==> src/regbank_pkg.sv <==
// package: special register map, field positions, reset values and carriers
package regbank_pkg;

   // ----------------------------------------------------------------
   // register offsets (word index, taken from PADDR[9:2] of the APB address)
   // ----------------------------------------------------------------
   localparam logic [7:0] DPTR_LO_ADDR  = 8'h82;
   localparam logic [7:0] DPTR_HI_ADDR  = 8'h83;
   localparam logic [7:0] CONV0_CTL     = 8'h8E;
   localparam logic [7:0] CLK_DIV_ADDR  = 8'h95;
   localparam logic [7:0] CONV1_CTL     = 8'h97;
   localparam logic [7:0] MODE_B_ADDR   = 8'hA1;
   localparam logic [7:0] AUX_ADDR      = 8'hA2;
   localparam logic [7:0] INSEL_ADDR    = 8'hA3;
   localparam logic [7:0] COMPARATOR1_CONTROL_ADDR     = 8'hAC;
   localparam logic [7:0] COMPARATOR2_CONTROL_ADDR     = 8'hAD;
   localparam logic [7:0] BND_LO_ADDR   = 8'hBC;
   localparam logic [7:0] BAUD_CTL_ADDR = 8'hBD;
   localparam logic [7:0] BAUD_LO_ADDR  = 8'hBE;
   localparam logic [7:0] BAUD_HI_ADDR  = 8'hBF;
   localparam logic [7:0] MODE_A_ADDR   = 8'hC0;
   localparam logic [7:0] BND_HI_ADDR   = 8'hC4;
   localparam logic [7:0] RES0_ADDR     = 8'hD5;
   localparam logic [7:0] RES1_ADDR     = 8'hD6;
   localparam logic [7:0] RES2_ADDR     = 8'hD7;
   localparam logic [7:0] ACC_ADDR      = 8'hE0;
   localparam logic [7:0] FLASH_HI_ADDR = 8'hE7;
   localparam logic [7:0] BREG_ADDR     = 8'hF0;
   localparam logic [7:0] C0RES3_ADDR   = 8'hF4;
   localparam logic [7:0] C1RES3_ADDR   = 8'hF5;
   // bit-access window: address of bit 0 of each bit-addressable register
   localparam logic [7:0] ACC_BIT_BASE  = 8'hE0;
   localparam logic [7:0] BREG_BIT_BASE = 8'hF0;

   // ----------------------------------------------------------------
   // field layout: writable masks, fixed-one bits, reset values
   // ----------------------------------------------------------------
   localparam logic [7:0] CONV0_MASK    = 8'h04;  // enable at bit 2 only
   localparam logic [7:0] MODE_B_MASK   = 8'hEE;
   localparam logic [7:0] AUX_MASK      = 8'hF9;  // bit 2 fixed zero
   localparam logic [7:0] INSEL_MASK    = 8'hF0;
   localparam logic [7:0] CMP_MASK      = 8'h3F;
   localparam logic [7:0] BAUD_CTL_MASK = 8'h03;
   localparam logic [7:0] MODE_A_MASK   = 8'hF0;
   localparam logic [7:0] FULL_MASK     = 8'hFF;
   localparam logic [7:0] FIXED_ONES    = 8'h00;  // no fixed-one bits here
   localparam logic [7:0] RESET_ZERO    = 8'h00;
   localparam logic [7:0] BND_HI_RESET  = 8'hFF;
   localparam int         AUX_SOFTWARE_RESET_BIT  = 3;
   localparam int         NUM_REGS      = 24;

   // ----------------------------------------------------------------
   // register indices into the storage array
   // ----------------------------------------------------------------
   typedef enum logic [4:0] {
      R_DPL, R_DPH, R_C0CTL, R_DIV, R_C1CTL, R_MODB, R_AUX, R_INS,
      R_COMPARATOR1_CONTROL, R_COMPARATOR2_CONTROL, R_BNDL, R_BAUDC, R_BAUDL, R_BAUDH, R_MODA,
      R_BNDH, R_RES0, R_RES1, R_RES2, R_ACC, R_FLH, R_B, R_C0R3,
      R_C1R3, R_NONE
   } reg_idx_t;

   // decoded control outputs toward the peripherals
   typedef struct packed {
      logic       converter0_enable;
      logic       converter1_enable;
      logic       boundary_irq_enable;
      logic       conversion_irq_enable;
      logic       timer_trigger_mode;
      logic       edge_trigger_mode;
      logic       conversion_done_flag;
      logic [1:0] start_mode;
      logic       clock_low_power;
      logic       break_reset_enable;
      logic       timer1_toggle_enable;
      logic       timer0_toggle_enable;
      logic       software_reset;
      logic       pointer_select;
      logic       baud_source_select;
      logic       baud_generator_enable;
      logic [7:0] clock_divider;
      logic [5:0] comparator1;
      logic [5:0] comparator2;
   } ctrl_t;

endpackage

==> src/regbank_decode.sv <==
// address decoder: maps an offset to a register index and its field masks
`timescale 1ns/1ps
module regbank_decode
(
   input  wire logic [7:0]          addr,
   output regbank_pkg::reg_idx_t    idx,
   output logic [7:0]               wmask,
   output logic [7:0]               rst_val
);
   import regbank_pkg::*;

   // ------------------------------------------------------------
   // offset decode
   // ------------------------------------------------------------
   // if/else chain so that a miss falls to R_NONE with a zero mask
   always_comb
   begin
      idx     = R_NONE;
      wmask   = 8'h00;
      rst_val = RESET_ZERO;
      if (addr == DPTR_LO_ADDR)
      begin
         idx = R_DPL;   wmask = FULL_MASK;
      end
      else if (addr == DPTR_HI_ADDR)
      begin
         idx = R_DPH;   wmask = FULL_MASK;
      end
      else if (addr == CONV0_CTL)
      begin
         idx = R_C0CTL; wmask = CONV0_MASK;
      end
      else if (addr == CLK_DIV_ADDR)
      begin
         idx = R_DIV;   wmask = FULL_MASK;
      end
      else if (addr == CONV1_CTL)
      begin
         idx = R_C1CTL; wmask = FULL_MASK;
      end
      else if (addr == MODE_B_ADDR)
      begin
         idx = R_MODB;  wmask = MODE_B_MASK;
      end
      else if (addr == AUX_ADDR)
      begin
         idx = R_AUX;   wmask = AUX_MASK;
      end
      else if (addr == INSEL_ADDR)
      begin
         idx = R_INS;   wmask = INSEL_MASK;
      end
      else if (addr == COMPARATOR1_CONTROL_ADDR)
      begin
         idx = R_COMPARATOR1_CONTROL;  wmask = CMP_MASK;
      end
      else if (addr == COMPARATOR2_CONTROL_ADDR)
      begin
         idx = R_COMPARATOR2_CONTROL;  wmask = CMP_MASK;
      end
      else if (addr == BND_LO_ADDR)
      begin
         idx = R_BNDL;  wmask = FULL_MASK;
      end
      else if (addr == BAUD_CTL_ADDR)
      begin
         idx = R_BAUDC; wmask = BAUD_CTL_MASK;
      end
      else if (addr == BAUD_LO_ADDR)
      begin
         idx = R_BAUDL; wmask = FULL_MASK;
      end
      else if (addr == BAUD_HI_ADDR)
      begin
         idx = R_BAUDH; wmask = FULL_MASK;
      end
      else if (addr == MODE_A_ADDR)
      begin
         idx = R_MODA;  wmask = MODE_A_MASK;
      end
      else if (addr == BND_HI_ADDR)
      begin
         idx = R_BNDH;  wmask = FULL_MASK;
         rst_val = BND_HI_RESET;
      end
      else if (addr == RES0_ADDR)
      begin
         idx = R_RES0;  wmask = FULL_MASK;
      end
      else if (addr == RES1_ADDR)
      begin
         idx = R_RES1;  wmask = FULL_MASK;
      end
      else if (addr == RES2_ADDR)
      begin
         idx = R_RES2;  wmask = FULL_MASK;
      end
      else if (addr == ACC_ADDR)
      begin
         idx = R_ACC;   wmask = FULL_MASK;
      end
      else if (addr == FLASH_HI_ADDR)
      begin
         idx = R_FLH;   wmask = FULL_MASK;
      end
      else if (addr == BREG_ADDR)
      begin
         idx = R_B;     wmask = FULL_MASK;
      end
      else if (addr == C0RES3_ADDR)
      begin
         idx = R_C0R3;  wmask = FULL_MASK;
      end
      else if (addr == C1RES3_ADDR)
      begin
         idx = R_C1R3;  wmask = FULL_MASK;
      end
   end

endmodule

==> src/regbank.sv <==
// special register bank: APB slave with byte and bit access, control outputs
//
// Function
// - reserved bits written zero, read undefined
// - fixed-zero bits always read zero
// - fixed-one bits always read one
// - accumulator and B reachable bit by bit
// - upper boundary resets to all ones
// - baud control: select bit1, enable bit0
// - auxiliary register layout, bit2 fixed zero
// - converter1 control holds eight control bits
// - converter0 control: only enable at bit2
// - comparator controls use bits 5 to 0
// - clock divider is full 8-bit register
`timescale 1ns/1ps
module regbank
(
   input  wire logic                CLK,
   input  wire logic                RST_N,
   input  wire logic                PSEL,
   input  wire logic                PENABLE,
   input  wire logic                PWRITE,
   input  wire logic [31:0]         PADDR,
   input  wire logic [31:0]         PWDATA,
   input  wire logic [3:0]          PSTRB,
   input  wire logic                BIT_MODE,
   input  wire logic                CONV_DONE_SET,
   input  wire logic                COMPARATOR1_CONTROL_CHANGE_SET,
   input  wire logic                COMPARATOR2_CONTROL_CHANGE_SET,
   input  wire logic                COMPARATOR1_CONTROL_OUT,
   input  wire logic                COMPARATOR2_CONTROL_OUT,
   output logic                     PREADY,
   output logic [31:0]              PRDATA,
   output logic                     PSLVERR,
   output regbank_pkg::ctrl_t       CTRL
);
   import regbank_pkg::*;

   // ------------------------------------------------------------
   // state
   // ------------------------------------------------------------
   // one packed struct holds every flop, registered in one place
   typedef struct packed {
      logic [NUM_REGS-1:0][7:0] regs;
      logic                     ready;
      logic [31:0]              rdata;
      logic                     slverr;
      ctrl_t                    ctrl;
   } state_t;

   state_t     s_q;
   state_t     s_d;
   reg_idx_t   idx;
   logic [7:0] wmask;
   logic [7:0] rst_val;
   logic [7:0] byte_addr;

   // BIT_MODE selects the bit window: address is a bit address
   assign byte_addr = PADDR[9:2];

   regbank_decode u_decode
   (
      .addr    (byte_addr),
      .idx     (idx),
      .wmask   (wmask),
      .rst_val (rst_val)
   );

   // ------------------------------------------------------------
   // helpers
   // ------------------------------------------------------------
   // merge masked write data; fixed-one bits forced, others held
   function automatic logic [7:0] merge
   (
      input logic [7:0] old_v,
      input logic [7:0] new_v,
      input logic [7:0] mask
   );
      merge = (old_v & ~mask) | (new_v & mask) | FIXED_ONES;
   endfunction

   // bit window hit: returns register index of the target byte
   function automatic reg_idx_t bit_target
   (
      input logic [7:0] baddr
   );
      bit_target = R_NONE;
      if (baddr[7:3] == ACC_BIT_BASE[7:3])
         bit_target = R_ACC;
      else if (baddr[7:3] == BREG_BIT_BASE[7:3])
         bit_target = R_B;
   endfunction

   // decode register bytes into the peripheral control bundle
   function automatic ctrl_t unpack
   (
      input logic [NUM_REGS-1:0][7:0] r
   );
      unpack.converter0_enable     = r[R_C0CTL][2];
      unpack.boundary_irq_enable   = r[R_C1CTL][7];
      unpack.conversion_irq_enable = r[R_C1CTL][6];
      unpack.timer_trigger_mode    = r[R_C1CTL][5];
      unpack.edge_trigger_mode     = r[R_C1CTL][4];
      unpack.conversion_done_flag  = r[R_C1CTL][3];
      unpack.converter1_enable     = r[R_C1CTL][2];
      unpack.start_mode            = r[R_C1CTL][1:0];
      unpack.clock_low_power       = r[R_AUX][7];
      unpack.break_reset_enable    = r[R_AUX][6];
      unpack.timer1_toggle_enable  = r[R_AUX][5];
      unpack.timer0_toggle_enable  = r[R_AUX][4];
      unpack.software_reset        = r[R_AUX][AUX_SOFTWARE_RESET_BIT];
      unpack.pointer_select        = r[R_AUX][0];
      unpack.baud_source_select    = r[R_BAUDC][1];
      unpack.baud_generator_enable = r[R_BAUDC][0];
      unpack.clock_divider         = r[R_DIV];
      unpack.comparator1           = r[R_COMPARATOR1_CONTROL][5:0];
      unpack.comparator2           = r[R_COMPARATOR2_CONTROL][5:0];
   endfunction

   // ------------------------------------------------------------
   // next-state logic
   // ------------------------------------------------------------
   always_comb
   begin
      reg_idx_t   tgt;
      logic       setup;
      logic [7:0] cur;
      logic [7:0] wb;
      logic [2:0] bpos;
      logic       access;
      tgt    = R_NONE;
      setup  = 1'b0;
      access = 1'b0;
      cur   = 8'h00;
      wb    = 8'h00;
      bpos  = 3'b000;
      s_d   = s_q;
      s_d.ready  = 1'b0;
      s_d.slverr = 1'b0;

      // software reset is a one-shot request: clears itself
      s_d.regs[R_AUX][AUX_SOFTWARE_RESET_BIT] = 1'b0;

      // hardware flags; a set in the same cycle beats a write clear
      if (CONV_DONE_SET)
         s_d.regs[R_C1CTL][3] = 1'b1;
      // comparator output state follows the analog outputs
      s_d.regs[R_COMPARATOR1_CONTROL][1] = COMPARATOR1_CONTROL_OUT;
      s_d.regs[R_COMPARATOR2_CONTROL][1] = COMPARATOR2_CONTROL_OUT;

      // no wait state: ready answers the setup phase, so read data is
      // loaded there; a write lands only at the access edge where ready
      // is seen, so its effect on CTRL shows at that same edge, together with the register
      setup  = PSEL && !PENABLE;
      access = PSEL && PENABLE && s_q.ready;
      tgt    = BIT_MODE ? bit_target(byte_addr) : idx;
      bpos   = byte_addr[2:0];
      if (setup)
      begin
         s_d.ready = 1'b1;
         if (tgt == R_NONE)
         begin
            // undefined location: error answer, no state change
            s_d.slverr = 1'b1;
            s_d.rdata  = 32'h0000_0000;
         end
         else if (!PWRITE)
         begin
            cur = s_q.regs[tgt];
            if (BIT_MODE)
               s_d.rdata = {31'h0000_0000, cur[bpos]};
            else
               s_d.rdata = {24'h00_0000, cur};
         end
      end

      // write commit at the completing access edge; misses change nothing
      if (access && PWRITE && tgt != R_NONE)
      begin
         cur = s_q.regs[tgt];
         if (!PSTRB[0])
            wb = cur;
         else if (BIT_MODE)
         begin
            wb       = cur;
            wb[bpos] = PWDATA[0];
         end
         else
            wb = merge(cur, PWDATA[7:0], wmask);
         // keep a same-cycle hardware set on writable flags
         if (tgt == R_C1CTL && CONV_DONE_SET)
            wb[3] = 1'b1;
         if (tgt == R_COMPARATOR1_CONTROL)
         begin
            wb[1] = COMPARATOR1_CONTROL_OUT;
            if (COMPARATOR1_CONTROL_CHANGE_SET)
               wb[0] = 1'b1;
         end
         if (tgt == R_COMPARATOR2_CONTROL)
         begin
            wb[1] = COMPARATOR2_CONTROL_OUT;
            if (COMPARATOR2_CONTROL_CHANGE_SET)
               wb[0] = 1'b1;
         end
         s_d.regs[tgt] = wb;
      end

      // change flags outside a write to their own register
      if (COMPARATOR1_CONTROL_CHANGE_SET)
         s_d.regs[R_COMPARATOR1_CONTROL][0] = 1'b1;
      if (COMPARATOR2_CONTROL_CHANGE_SET)
         s_d.regs[R_COMPARATOR2_CONTROL][0] = 1'b1;

      s_d.ctrl = unpack(s_d.regs);
   end

   // ------------------------------------------------------------
   // state register
   // ------------------------------------------------------------
   // reset loads constants only; boundary high comes up all ones
   always_ff @(posedge CLK or negedge RST_N)
   begin
      if (!RST_N)
      begin
         s_q <= '0;
         s_q.regs[R_BNDH] <= BND_HI_RESET;
      end
      else
         s_q <= s_d;
   end

   // ------------------------------------------------------------
   // outputs, all straight from flops
   // ------------------------------------------------------------
   assign PREADY  = s_q.ready;
   assign PRDATA  = s_q.rdata;
   assign PSLVERR = s_q.slverr;
   assign CTRL    = s_q.ctrl;

   // rst_val is unused; the only non-zero reset value is applied above from BND_HI_RESET
   logic unused_rst;
   assign unused_rst = ^rst_val;

endmodule

==> config.mk <==
export PLATFORM = sky130hd
export DESIGN_NAME = regbank
export DESIGN_NICKNAME = d
export VERILOG_FILES = /design/src/regbank_pkg.sv /design/src/regbank_decode.sv /design/src/regbank.sv
export SDC_FILE = /design/constraint.sdc
export NUM_CORES = 1
export LEC_CHECK = 0
export BUFFER_PORTS_ARGS = -buffer_cell sky130_fd_sc_hd__clkbuf_2
export CORE_AREA = 2 2 196 198
export DETAILED_ROUTE_END_ITERATION = 8
export DIE_AREA = 0 0 198 200
export PLACE_DENSITY = 0.51
export SETUP_SLACK_MARGIN = 0.3
export SYNTH_ARGS = -nofsm -noshare
export SYNTH_HDL_FRONTEND = slang
export SYNTH_SLANG_ARGS = --single-unit
==> constraint.sdc <==
create_clock -name CLK -period 5.9 [get_ports CLK]
set_clock_uncertainty 0.1 [all_clocks]
set_input_delay 0.295 -clock CLK [delete_from_list [all_inputs] [get_ports CLK]]
set_output_delay 0.295 -clock CLK [all_outputs]
set_load 0.02 [all_outputs]
==> metrics.sh, run 1 <==
AREA.SEQUENTIAL_UM2=5060
CRITICAL_PATH.CELL_CHAIN='clkbuf_2 -> or3b_2 -> a2111oi_2 -> or3b_1 -> o21a_2 -> buf_4 -> mux2i_1 -> mux2i_1 -> a32oi_1 -> nand3_1 -> a2bb2oi_2 -> buf_4 -> o21ai_0'
TOTAL_POWER_AFTER_LAYOUT_uW=3140
TRITONCTS.NUM_BUFFERS=22
SYNTH_FF_TYPE='sky130_fd_sc_hd__dfrtp_1'
CLOCK_TREE.HTREE_LEVEL_COUNT=1
TOTALWIRELENGTH_UM=34600
IOS=150
RELSLEWSLACK=0.355
TIMING.CRITICAL_PATH.SLOWEST_STAGE_CELL='sky130_fd_sc_hd__or3b_2'
MAXIMUM_COUNT_OF_CLOCK_BUFFERS_ALONG_A_SINGLE_PATH=3
SYNTH_TOP_CELL_AREA_SHARE=0.439
NUM-NETS-FINAL=1245
LATEST_CLOCK_ARRIVAL_WITHIN_THE_WORST_SKEW_PAIR_NS=0.53
FINAL_LAYOUT_SIZE_SUFFIX_GT1_FRAC=0.197
ROUTE.DETAILED.DRC=0
CTS.REPORTEDPATHS.CLKPINSLEW_NS=0.06
CTS_TREE='done'
REPORT.FINAL.SLEW_VIOL_COUNT=0
FINAL_SETUP_VIO_COUNT=0
MAIN_AREA_CONTRIBUTORS_AFTER_SYNTHESIS='sky130_fd_sc_hd__dfrtp_1 44%, sky130_fd_sc_hd__mux2i_1 5.7%, sky130_fd_sc_hd__nand2_1 5.6%'
ROUTABILITYCONGESTION=0.856
NETLIST-CELL-TYPE-COUNT=86
OVERFLOW=0
POST_DRT_VIA_CELL_RATIO=5.12
AREA_OF_THE_MAPPED_NETLIST_UM2=11100
MAX_CAP_VIOL_COUNT=0
ROWS=71
WL_PER_CELL_UM=20.4
GRT_ANTENNA_BEFORE_REPAIR=1
CRITPATHCAPTURETYPE='flip-flop'
FIRST_GLOBAL_VIAS=8238
CLK_ROOT_BUFFER_CELL='sky130_fd_sc_hd__clkbuf_16'
SINKS_ON_CLOCK_NET=202
YOSYS.AREA_SHARE.ADDER=0
DETAILROUTE.VIA_COUNT=8672
CRIT_FAMILY='compound AO/OA/AOI/OAI gates'
CRITICAL_PATH_PEAK_FANOUT=23
SYNTH_SIMPLE_GATE_AREA_FRAC=0.176
SYNTHCELLS=1183
POST_SYNTH_EDFFS=0
DRT_FIRST_ITER_VIOLATIONS=722
TIMING.FINAL.HOLD_VIOLATIONS=0
VDD_IR_DROP_MAX_V=0.000179
GRT_PASS1_WL_UM=52300
TIMING.FMAX_MHz=227
HPWLAFTERDP_UM=24100
PLACE_AREA_UM2=11400
FLOORPLAN.INITIALDENSITY=0.296
INSERTEDDIODECOUNT=0
TIMING.CRITICAL_PATH.REQUIRED_NS=6.18
TIMING.CRITICAL_PATH.SLOWEST_CELL_DELAY_NS=0.55
DESIGN.CORE.AREA_UM2=37400
IO_BUFFERS=74
TYPE_OF_THE_TIGHTEST_MIN_DELAY_CHECK='input port to flip-flop'
PIN_COUNT_OF_THE_BIGGEST_NET_ENTERING_GLOBAL_ROUTING=97
NFILLCELLS=3894
SYNTH_XOR_AREA_FRAC=0.000791
SYNTH-COMPOUND-AREA-SHARE=0.167
SYNTHESIS.AREA_PER_INSTANCE_UM2=9.36
SYNTHESIS.YOSYS.WARNINGS=0
CTS-RESIZED-GATES=0
DIEWIDTH_UM=198
POWER.DENSITY_nW_PER_UM2=256
OUTCOME='finished, final reports clean'
YOSYSTOPAREACELL='sky130_fd_sc_hd__dfrtp_1'
SYNTHARSTFLOPSHARE=1.00
TIGHTESTPINTRANSITION_NS=0.967
POSTROUTEANTENNANETS=0
RATIO_OF_FINAL_MINIMUM_PERIOD_TO_CLOCK_PERIOD=0.746
CTS-HOLD-FIX-BUFFERS=6
GR-USAGE-ALL-LAYERS=0.176
DIE_AREA_UM2=39600
CP_DATA_ARRIVAL_TIME_NS=4.68
SYNTH_TOP_FAMILY_BY_AREA='simple AND/OR/NAND/NOR gates'
START_KIND='input port'
YS_SEQ_AREA_FRAC=0.458
MIN_PERIOD_NS=4.40
FLOORPLAN.DIE.HEIGHT_UM=200
SETUP_TOTAL_NEGATIVE_SLACK_NS=0
RSZ0062_AT_GRT='no'
LEAK_uW=0.00539
SYN_TO_FINAL_GROWTH_PCT=10.8
AREA_OCCUPIED_BY_MULTI_INPUT_GATES_UM2=5000
DRT_PASS1_ITERATIONS=5
WORST-SETUP-PATH-TYPE='input port to flip-flop'
SETUP_REPAIR_BUFS_AFTER_CTS=0
WORST-PATH-BUF-INV=3
LAYOUT.CELL_AREA.NON_FILLER_UM2=12300
SYNTH_MUX_AREA_FRAC=0.0976
YS_SEQ_ELEMENTS=202
==> kinds of logic (layout without fill, tap and decap cells) <==
logic type      after synthesis  count (layout)
other cells                   1              24
buf+inv                     196             172
mux                         103             103
xor+xnor                      1               1
compound gates              278             278
flops                       202             202
simple gates                402             402
==> cell usage in the layout (no fill, tap or decap), drive strengths merged, types with 10 or more instances in the layout <==
cell type,synthesis,routed
nor3,11,11
inv,17,17
nor2,109,109
nor4,12,12
nand2b,12,12
nand2,165,165
a32oi,12,12
nand3,44,44
clkbuf,59,105
a211oi,10,10
o21ai,72,72
a21oi,92,92
conb,1,24
mux2,40,40
mux2i,63,63
a31oi,13,13
dfrtp,194,194
buf,120,35
a2111oi,11,11
==> Yosys cell counts, types with 4 or more instances <==
master,instances
sky130_fd_sc_hd__dfrtp_1,194
sky130_fd_sc_hd__nand2_1,164
sky130_fd_sc_hd__nor2_1,98
sky130_fd_sc_hd__a21oi_1,89
sky130_fd_sc_hd__buf_4,78
sky130_fd_sc_hd__mux2i_1,63
sky130_fd_sc_hd__o21ai_0,60
sky130_fd_sc_hd__clkbuf_1,58
sky130_fd_sc_hd__nand3_1,44
sky130_fd_sc_hd__mux2_2,40
sky130_fd_sc_hd__buf_2,36
sky130_fd_sc_hd__inv_1,17
sky130_fd_sc_hd__a31oi_1,13
sky130_fd_sc_hd__nand2b_1,12
sky130_fd_sc_hd__a32oi_1,11
sky130_fd_sc_hd__nor4_1,11
sky130_fd_sc_hd__a211oi_1,9
sky130_fd_sc_hd__nor3_1,9
sky130_fd_sc_hd__o21ai_1,9
sky130_fd_sc_hd__a2111oi_0,8
sky130_fd_sc_hd__and3_1,8
sky130_fd_sc_hd__dfstp_2,8
sky130_fd_sc_hd__a22o_1,7
sky130_fd_sc_hd__a22oi_1,7
sky130_fd_sc_hd__a311oi_1,6
sky130_fd_sc_hd__nand4_1,6
sky130_fd_sc_hd__nor2_4,6
sky130_fd_sc_hd__o211a_1,6
sky130_fd_sc_hd__o21a_1,6
sky130_fd_sc_hd__a21o_1,5
sky130_fd_sc_hd__buf_6,5
sky130_fd_sc_hd__nor2_2,5
sky130_fd_sc_hd__a221oi_1,4
sky130_fd_sc_hd__and3b_1,4
==> area by class of cell <==
class,count,share of cell area
sequential,202,0.413
inverter,17,0.00520
timing repair buffer,115,0.0583
clock inverter,9,0.0123
tap,511,0.0521
multi-input combinational,808,0.408
clock buffer,31,0.0509
==> worst min-delay path: stages <==
cell                       delay [ns]
sky130_fd_sc_hd__clkbuf_2        0.09
sky130_fd_sc_hd__nand2b_1        0.14
sky130_fd_sc_hd__inv_1           0.11
==> per-stage QoR <==
| step | worst slack (ns) | cells | hold slack (ns) | utilization |
|---|---|---|---|---|
| floorplan | 2.45 | 1206 | -0.101 | - |
| global placement | 1.13 | 1647 | 0.264 | 0.306 |
| detailed placement | 1.08 | 1647 | 0.265 | 0.306 |
| CTS | 1.63 | 1693 | 0.0510 | 0.328 |
| global route | 1.31 | 1693 | 0.0826 | 0.328 |
| finish | 1.50 | 1693 | 0.0599 | 0.328 |
==> worst paths after layout <==
| check | startpoint | endpoint | slack [ns] | depth (start not counted) |
|---|---|---|---|---|
| min in group asynchronous | RST_N | s_q[156]$_DFFE_PN0P_ | 0.31 | 2 |
| setup reg to reg | CTRL[18]$_DFFE_PN0P_ | s_q[229]$_DFFE_PN0P_ | 3.05 | 8 |
| setup / recovery | PADDR[7] | s_q[83]$_DFFE_PN0P_ | 1.50 | 13 |
| hold / removal | PSEL | PREADY$_DFF_PN0_ | 0.06 | 3 |
| max in group asynchronous | RST_N | s_q[125]$_DFFE_PN0P_ | 4.08 | 3 |
| hold reg to reg | s_q[91]$_DFFE_PN0P_ | s_q[91]$_DFFE_PN0P_ | 0.28 | 0 |
==> state kept, by name (all words and copies together) (netlist names) <==
signal and count:
PSLVERR 1, s_q 182, PREADY 1, CTRL 10
PRDATA 8
==> report_power, final <==
group | leakage [uW] | total (uW) | internal (uW) | switching [uW]
Sequential | 0.00276 | 1400 | 1390 | 4.83
Clock | 0.000376 | 1470 | 877 | 590
Combinational | 0.00225 | 275 | 71.9 | 203
==> metal layers <==
layer,routed length [um],up-vias,track usage,share of wire
met5,13,-,0,0.00038
met4,497,2,0.0351,0.014
met3,2470,37,0.0360,0.071
met2,14700,315,0.260,0.43
met1,16800,4279,0.264,0.49
li1,-,4039,-,-
Note: power is estimated with default switching activity, not from simulation.
==> run 2, diff against run 1 <==
==> constraint.sdc (replaced) <==
create_clock -name CLK -period 4.5 [get_ports CLK]
set_clock_uncertainty 0.1 [all_clocks]
set_input_delay 0.225 -clock CLK [delete_from_list [all_inputs] [get_ports CLK]]
set_output_delay 0.225 -clock CLK [all_outputs]
set_load 0.02 [all_outputs]
==> run 2 against run 1 <==
  * Highest routed layer is now met4
  * Combinational power up 42%
  * Critical path type unchanged
  * Sequential power up 31%
  * Clock power up 31%
  * Die area unchanged
  * Core utilization up 1.0 points
  * Global-route usage up 0.29 points
  * Sequential cell count unchanged
==> metrics.sh, run 2 (synthesis results as in run 1) <==
CLK_ROOT_BUFFER_CELL='sky130_fd_sc_hd__clkbuf_16'
WL_PER_CELL_UM=20.3  # -0.51%
GRT_ANTENNA_BEFORE_REPAIR=2  # +1
START_KIND='input port'
GR-USAGE-ALL-LAYERS=0.179  # +0.00293
POSTROUTEANTENNANETS=0  # unchanged
OUTCOME='finished, final reports clean'
PIN_COUNT_OF_THE_BIGGEST_NET_ENTERING_GLOBAL_ROUTING=114  # +18%
DIE_AREA_UM2=39600  # unchanged
RSZ0062_AT_GRT='no'
ROWS=71  # unchanged
DRT_FIRST_ITER_VIOLATIONS=665  # -7.9%
CTS_TREE='done'
CRITPATHCAPTURETYPE='flip-flop'
REPORT.FINAL.SLEW_VIOL_COUNT=0  # unchanged
CLOCK_TREE.HTREE_LEVEL_COUNT=1  # unchanged
MAXIMUM_COUNT_OF_CLOCK_BUFFERS_ALONG_A_SINGLE_PATH=3  # unchanged
TIMING.FINAL.WS_SETUP_NS=0.773  # -0.723 ns
TIMING.CRITICAL_PATH.REQUIRED_NS=4.82  # -1.36 ns
LEAK_uW=0.00559  # +3.8%
MOST_FLOP_HEAVY_REGISTER='s_q'
TIMING.FINAL.HOLD_VIOLATIONS=0  # unchanged
WORSTSETUPSTARTPOINT='PADDR[7]'
DIEWIDTH_UM=198  # unchanged
LATEST_CLOCK_ARRIVAL_WITHIN_THE_WORST_SKEW_PAIR_NS=0.53  # about the same
SETUP_TOTAL_NEGATIVE_SLACK_NS=0  # unchanged
FIN_WORST_HOLD_SLACK_NS=0.0245  # -0.0354 ns
TIGHTESTPINTRANSITION_NS=0.821  # -0.145 ns
POST_DRT_VIA_CELL_RATIO=5.09  # -0.54%
DESIGN.CORE.AREA_UM2=37400  # unchanged
IO_BUFFERS=74  # unchanged
TOTALWIRELENGTH_UM=35000  # +1.3%
WORST_R2R_STARTPOINT='CTRL[18]$_DFFE_PN0P_'
SETUP_REPAIR_BUFS_AFTER_CTS=0  # unchanged
OVERFLOW=0  # unchanged
POWER.DENSITY_nW_PER_UM2=328  # +28%
FLOORPLAN.INITIALDENSITY=0.296  # unchanged
TRITONCTS.NUM_BUFFERS=23  # +4.5%
DRT_PASS1_ITERATIONS=6  # +1
FIRST_GLOBAL_VIAS=8503  # +3.2%
SINKS_ON_CLOCK_NET=202  # unchanged
RELSLEWSLACK=0.451  # +0.0959
WORST-SETUP-PATH-TYPE='input port to flip-flop'
VDD_IR_DROP_MAX_V=0.000331  # +84%
HPWLAFTERDP_UM=24600  # +2.0%
CTS.REPORTEDPATHS.CLKPINSLEW_NS=0.06  # about the same
FINAL_SETUP_VIO_COUNT=0  # unchanged
FINAL_COMMON_CELL='sky130_fd_sc_hd__dfrtp_1'
CRITICAL_PATH_PEAK_FANOUT=36  # +57%
MAX_CAP_VIOL_COUNT=0  # unchanged
DETAILEDPLACE.WORSTSLACK_NS=0.209  # -0.871 ns
FINAL_LAYOUT_SIZE_SUFFIX_GT1_FRAC=0.216  # +0.0189
NUM-NETS-FINAL=1275  # +2.4%
MIN_FROM='PENABLE'
GRT_PASS1_WL_UM=53400  # +2.2%
LAYOUT.CORE_UTILIZATION=0.338  # +0.0104
SYN_TO_FINAL_GROWTH_PCT=14.3
TIMING.FMAX_MHz=268
INSERTEDDIODECOUNT=0  # unchanged
NFILLCELLS=3861  # -0.85%
MAX_REG_FLOPS=182  # unchanged
RATIO_OF_FINAL_MINIMUM_PERIOD_TO_CLOCK_PERIOD=0.828
IOS=150  # unchanged
MIN_PERIOD_NS=3.73
CP_DATA_ARRIVAL_TIME_NS=4.05  # -0.63 ns
FINAL_CELL_MIX='194 x sky130_fd_sc_hd__dfrtp_1, 164 x sky130_fd_sc_hd__nand2_1, 97 x sky130_fd_sc_hd__nor2_1'
TYPE_OF_THE_TIGHTEST_MIN_DELAY_CHECK='input port to flip-flop'
DETAILROUTE.VIA_COUNT=8783  # +1.3%
ROUTE.DETAILED.DRC=0  # unchanged
ROUTABILITYCONGESTION=0.894  # +4.4%
FLOORPLAN.DIE.HEIGHT_UM=200  # unchanged
## run 2: cell type report
class | count | area (um2) | area share
clock buffers | 33 | 663 | 0.0524
inverters | 17 | 63.8 | 0.00504
repair buffers | 144 | 1100 | 0.0869
well taps | 511 | 639 | 0.0505
multi-input cells | 808 | 5000 | 0.396
clock inverters | 9 | 115 | 0.00910
flip-flops and latches | 202 | 5060 | 0.400
## run 2: through the flow
stage	power, uW	cells	instance area, um2
3_5_place_dp	2250	1674	11800
2_1_floorplan	2080	1206	11200
4_1_cts	4200	1724	12700
5_1_grt	4300	1724	12700
3_3_place_gp	2250	1674	11800
6_report	4160	1724	12700
## run 2: path summary, 6_finish.rpt
kind | endpoint | slack, ns | cells past startpoint
min reg2reg | s_q[94]$_DFFE_PN0P_ | 0.28 | 0
min | PSLVERR$_DFF_PN0_ | 0.02 | 3
min in group asynchronous | s_q[137]$_DFFE_PN0P_ | 0.19 | 2
max | s_q[122]$_DFF_PN0_ | 0.77 | 14
max reg2reg | s_q[245]$_DFFE_PN0P_ | 1.88 | 8
max in group asynchronous | s_q[129]$_DFFE_PN0P_ | 2.97 | 3
## run 2: report_power, final
| group | internal, uW | switching, uW |
|---|---|---|
| combinational | 119 | 272 |
| sequential | 1830 | 6.05 |
| clock | 1150 | 783 |
| total | 3090 | 1060 |
## run 2: timing repair
item	4_1_cts	5_1_grt
gates resized for setup	0	0
hold buffers	8	0
endpoints found under the hold margin	93	0
## run 2: critical path, cell delays in order
cell and delay, ns:
sky130_fd_sc_hd__clkbuf_2 0.17, sky130_fd_sc_hd__or3b_2 0.51, sky130_fd_sc_hd__a2111oi_2 0.42, sky130_fd_sc_hd__or3b_1 0.43, sky130_fd_sc_hd__o21a_2 0.21, sky130_fd_sc_hd__buf_12 0.23, sky130_fd_sc_hd__buf_4 0.25, sky130_fd_sc_hd__mux2i_1 0.09
sky130_fd_sc_hd__mux2_2 0.27, sky130_fd_sc_hd__a22oi_1 0.32, sky130_fd_sc_hd__o211ai_1 0.24, sky130_fd_sc_hd__a2bb2oi_2 0.22, sky130_fd_sc_hd__buf_12 0.18, sky130_fd_sc_hd__nor3_1 0.24
## run 2: per-layer routing
metal / vias to the layer above / track usage / routed length (um)
met5: - / 0 / 0
met4: 0 / 0.0407 / 752
met1: 4305 / 0.259 / 16100
met2: 323 / 0.278 / 15400
li1: 4100 / - / -
met3: 55 / 0.0316 / 2820
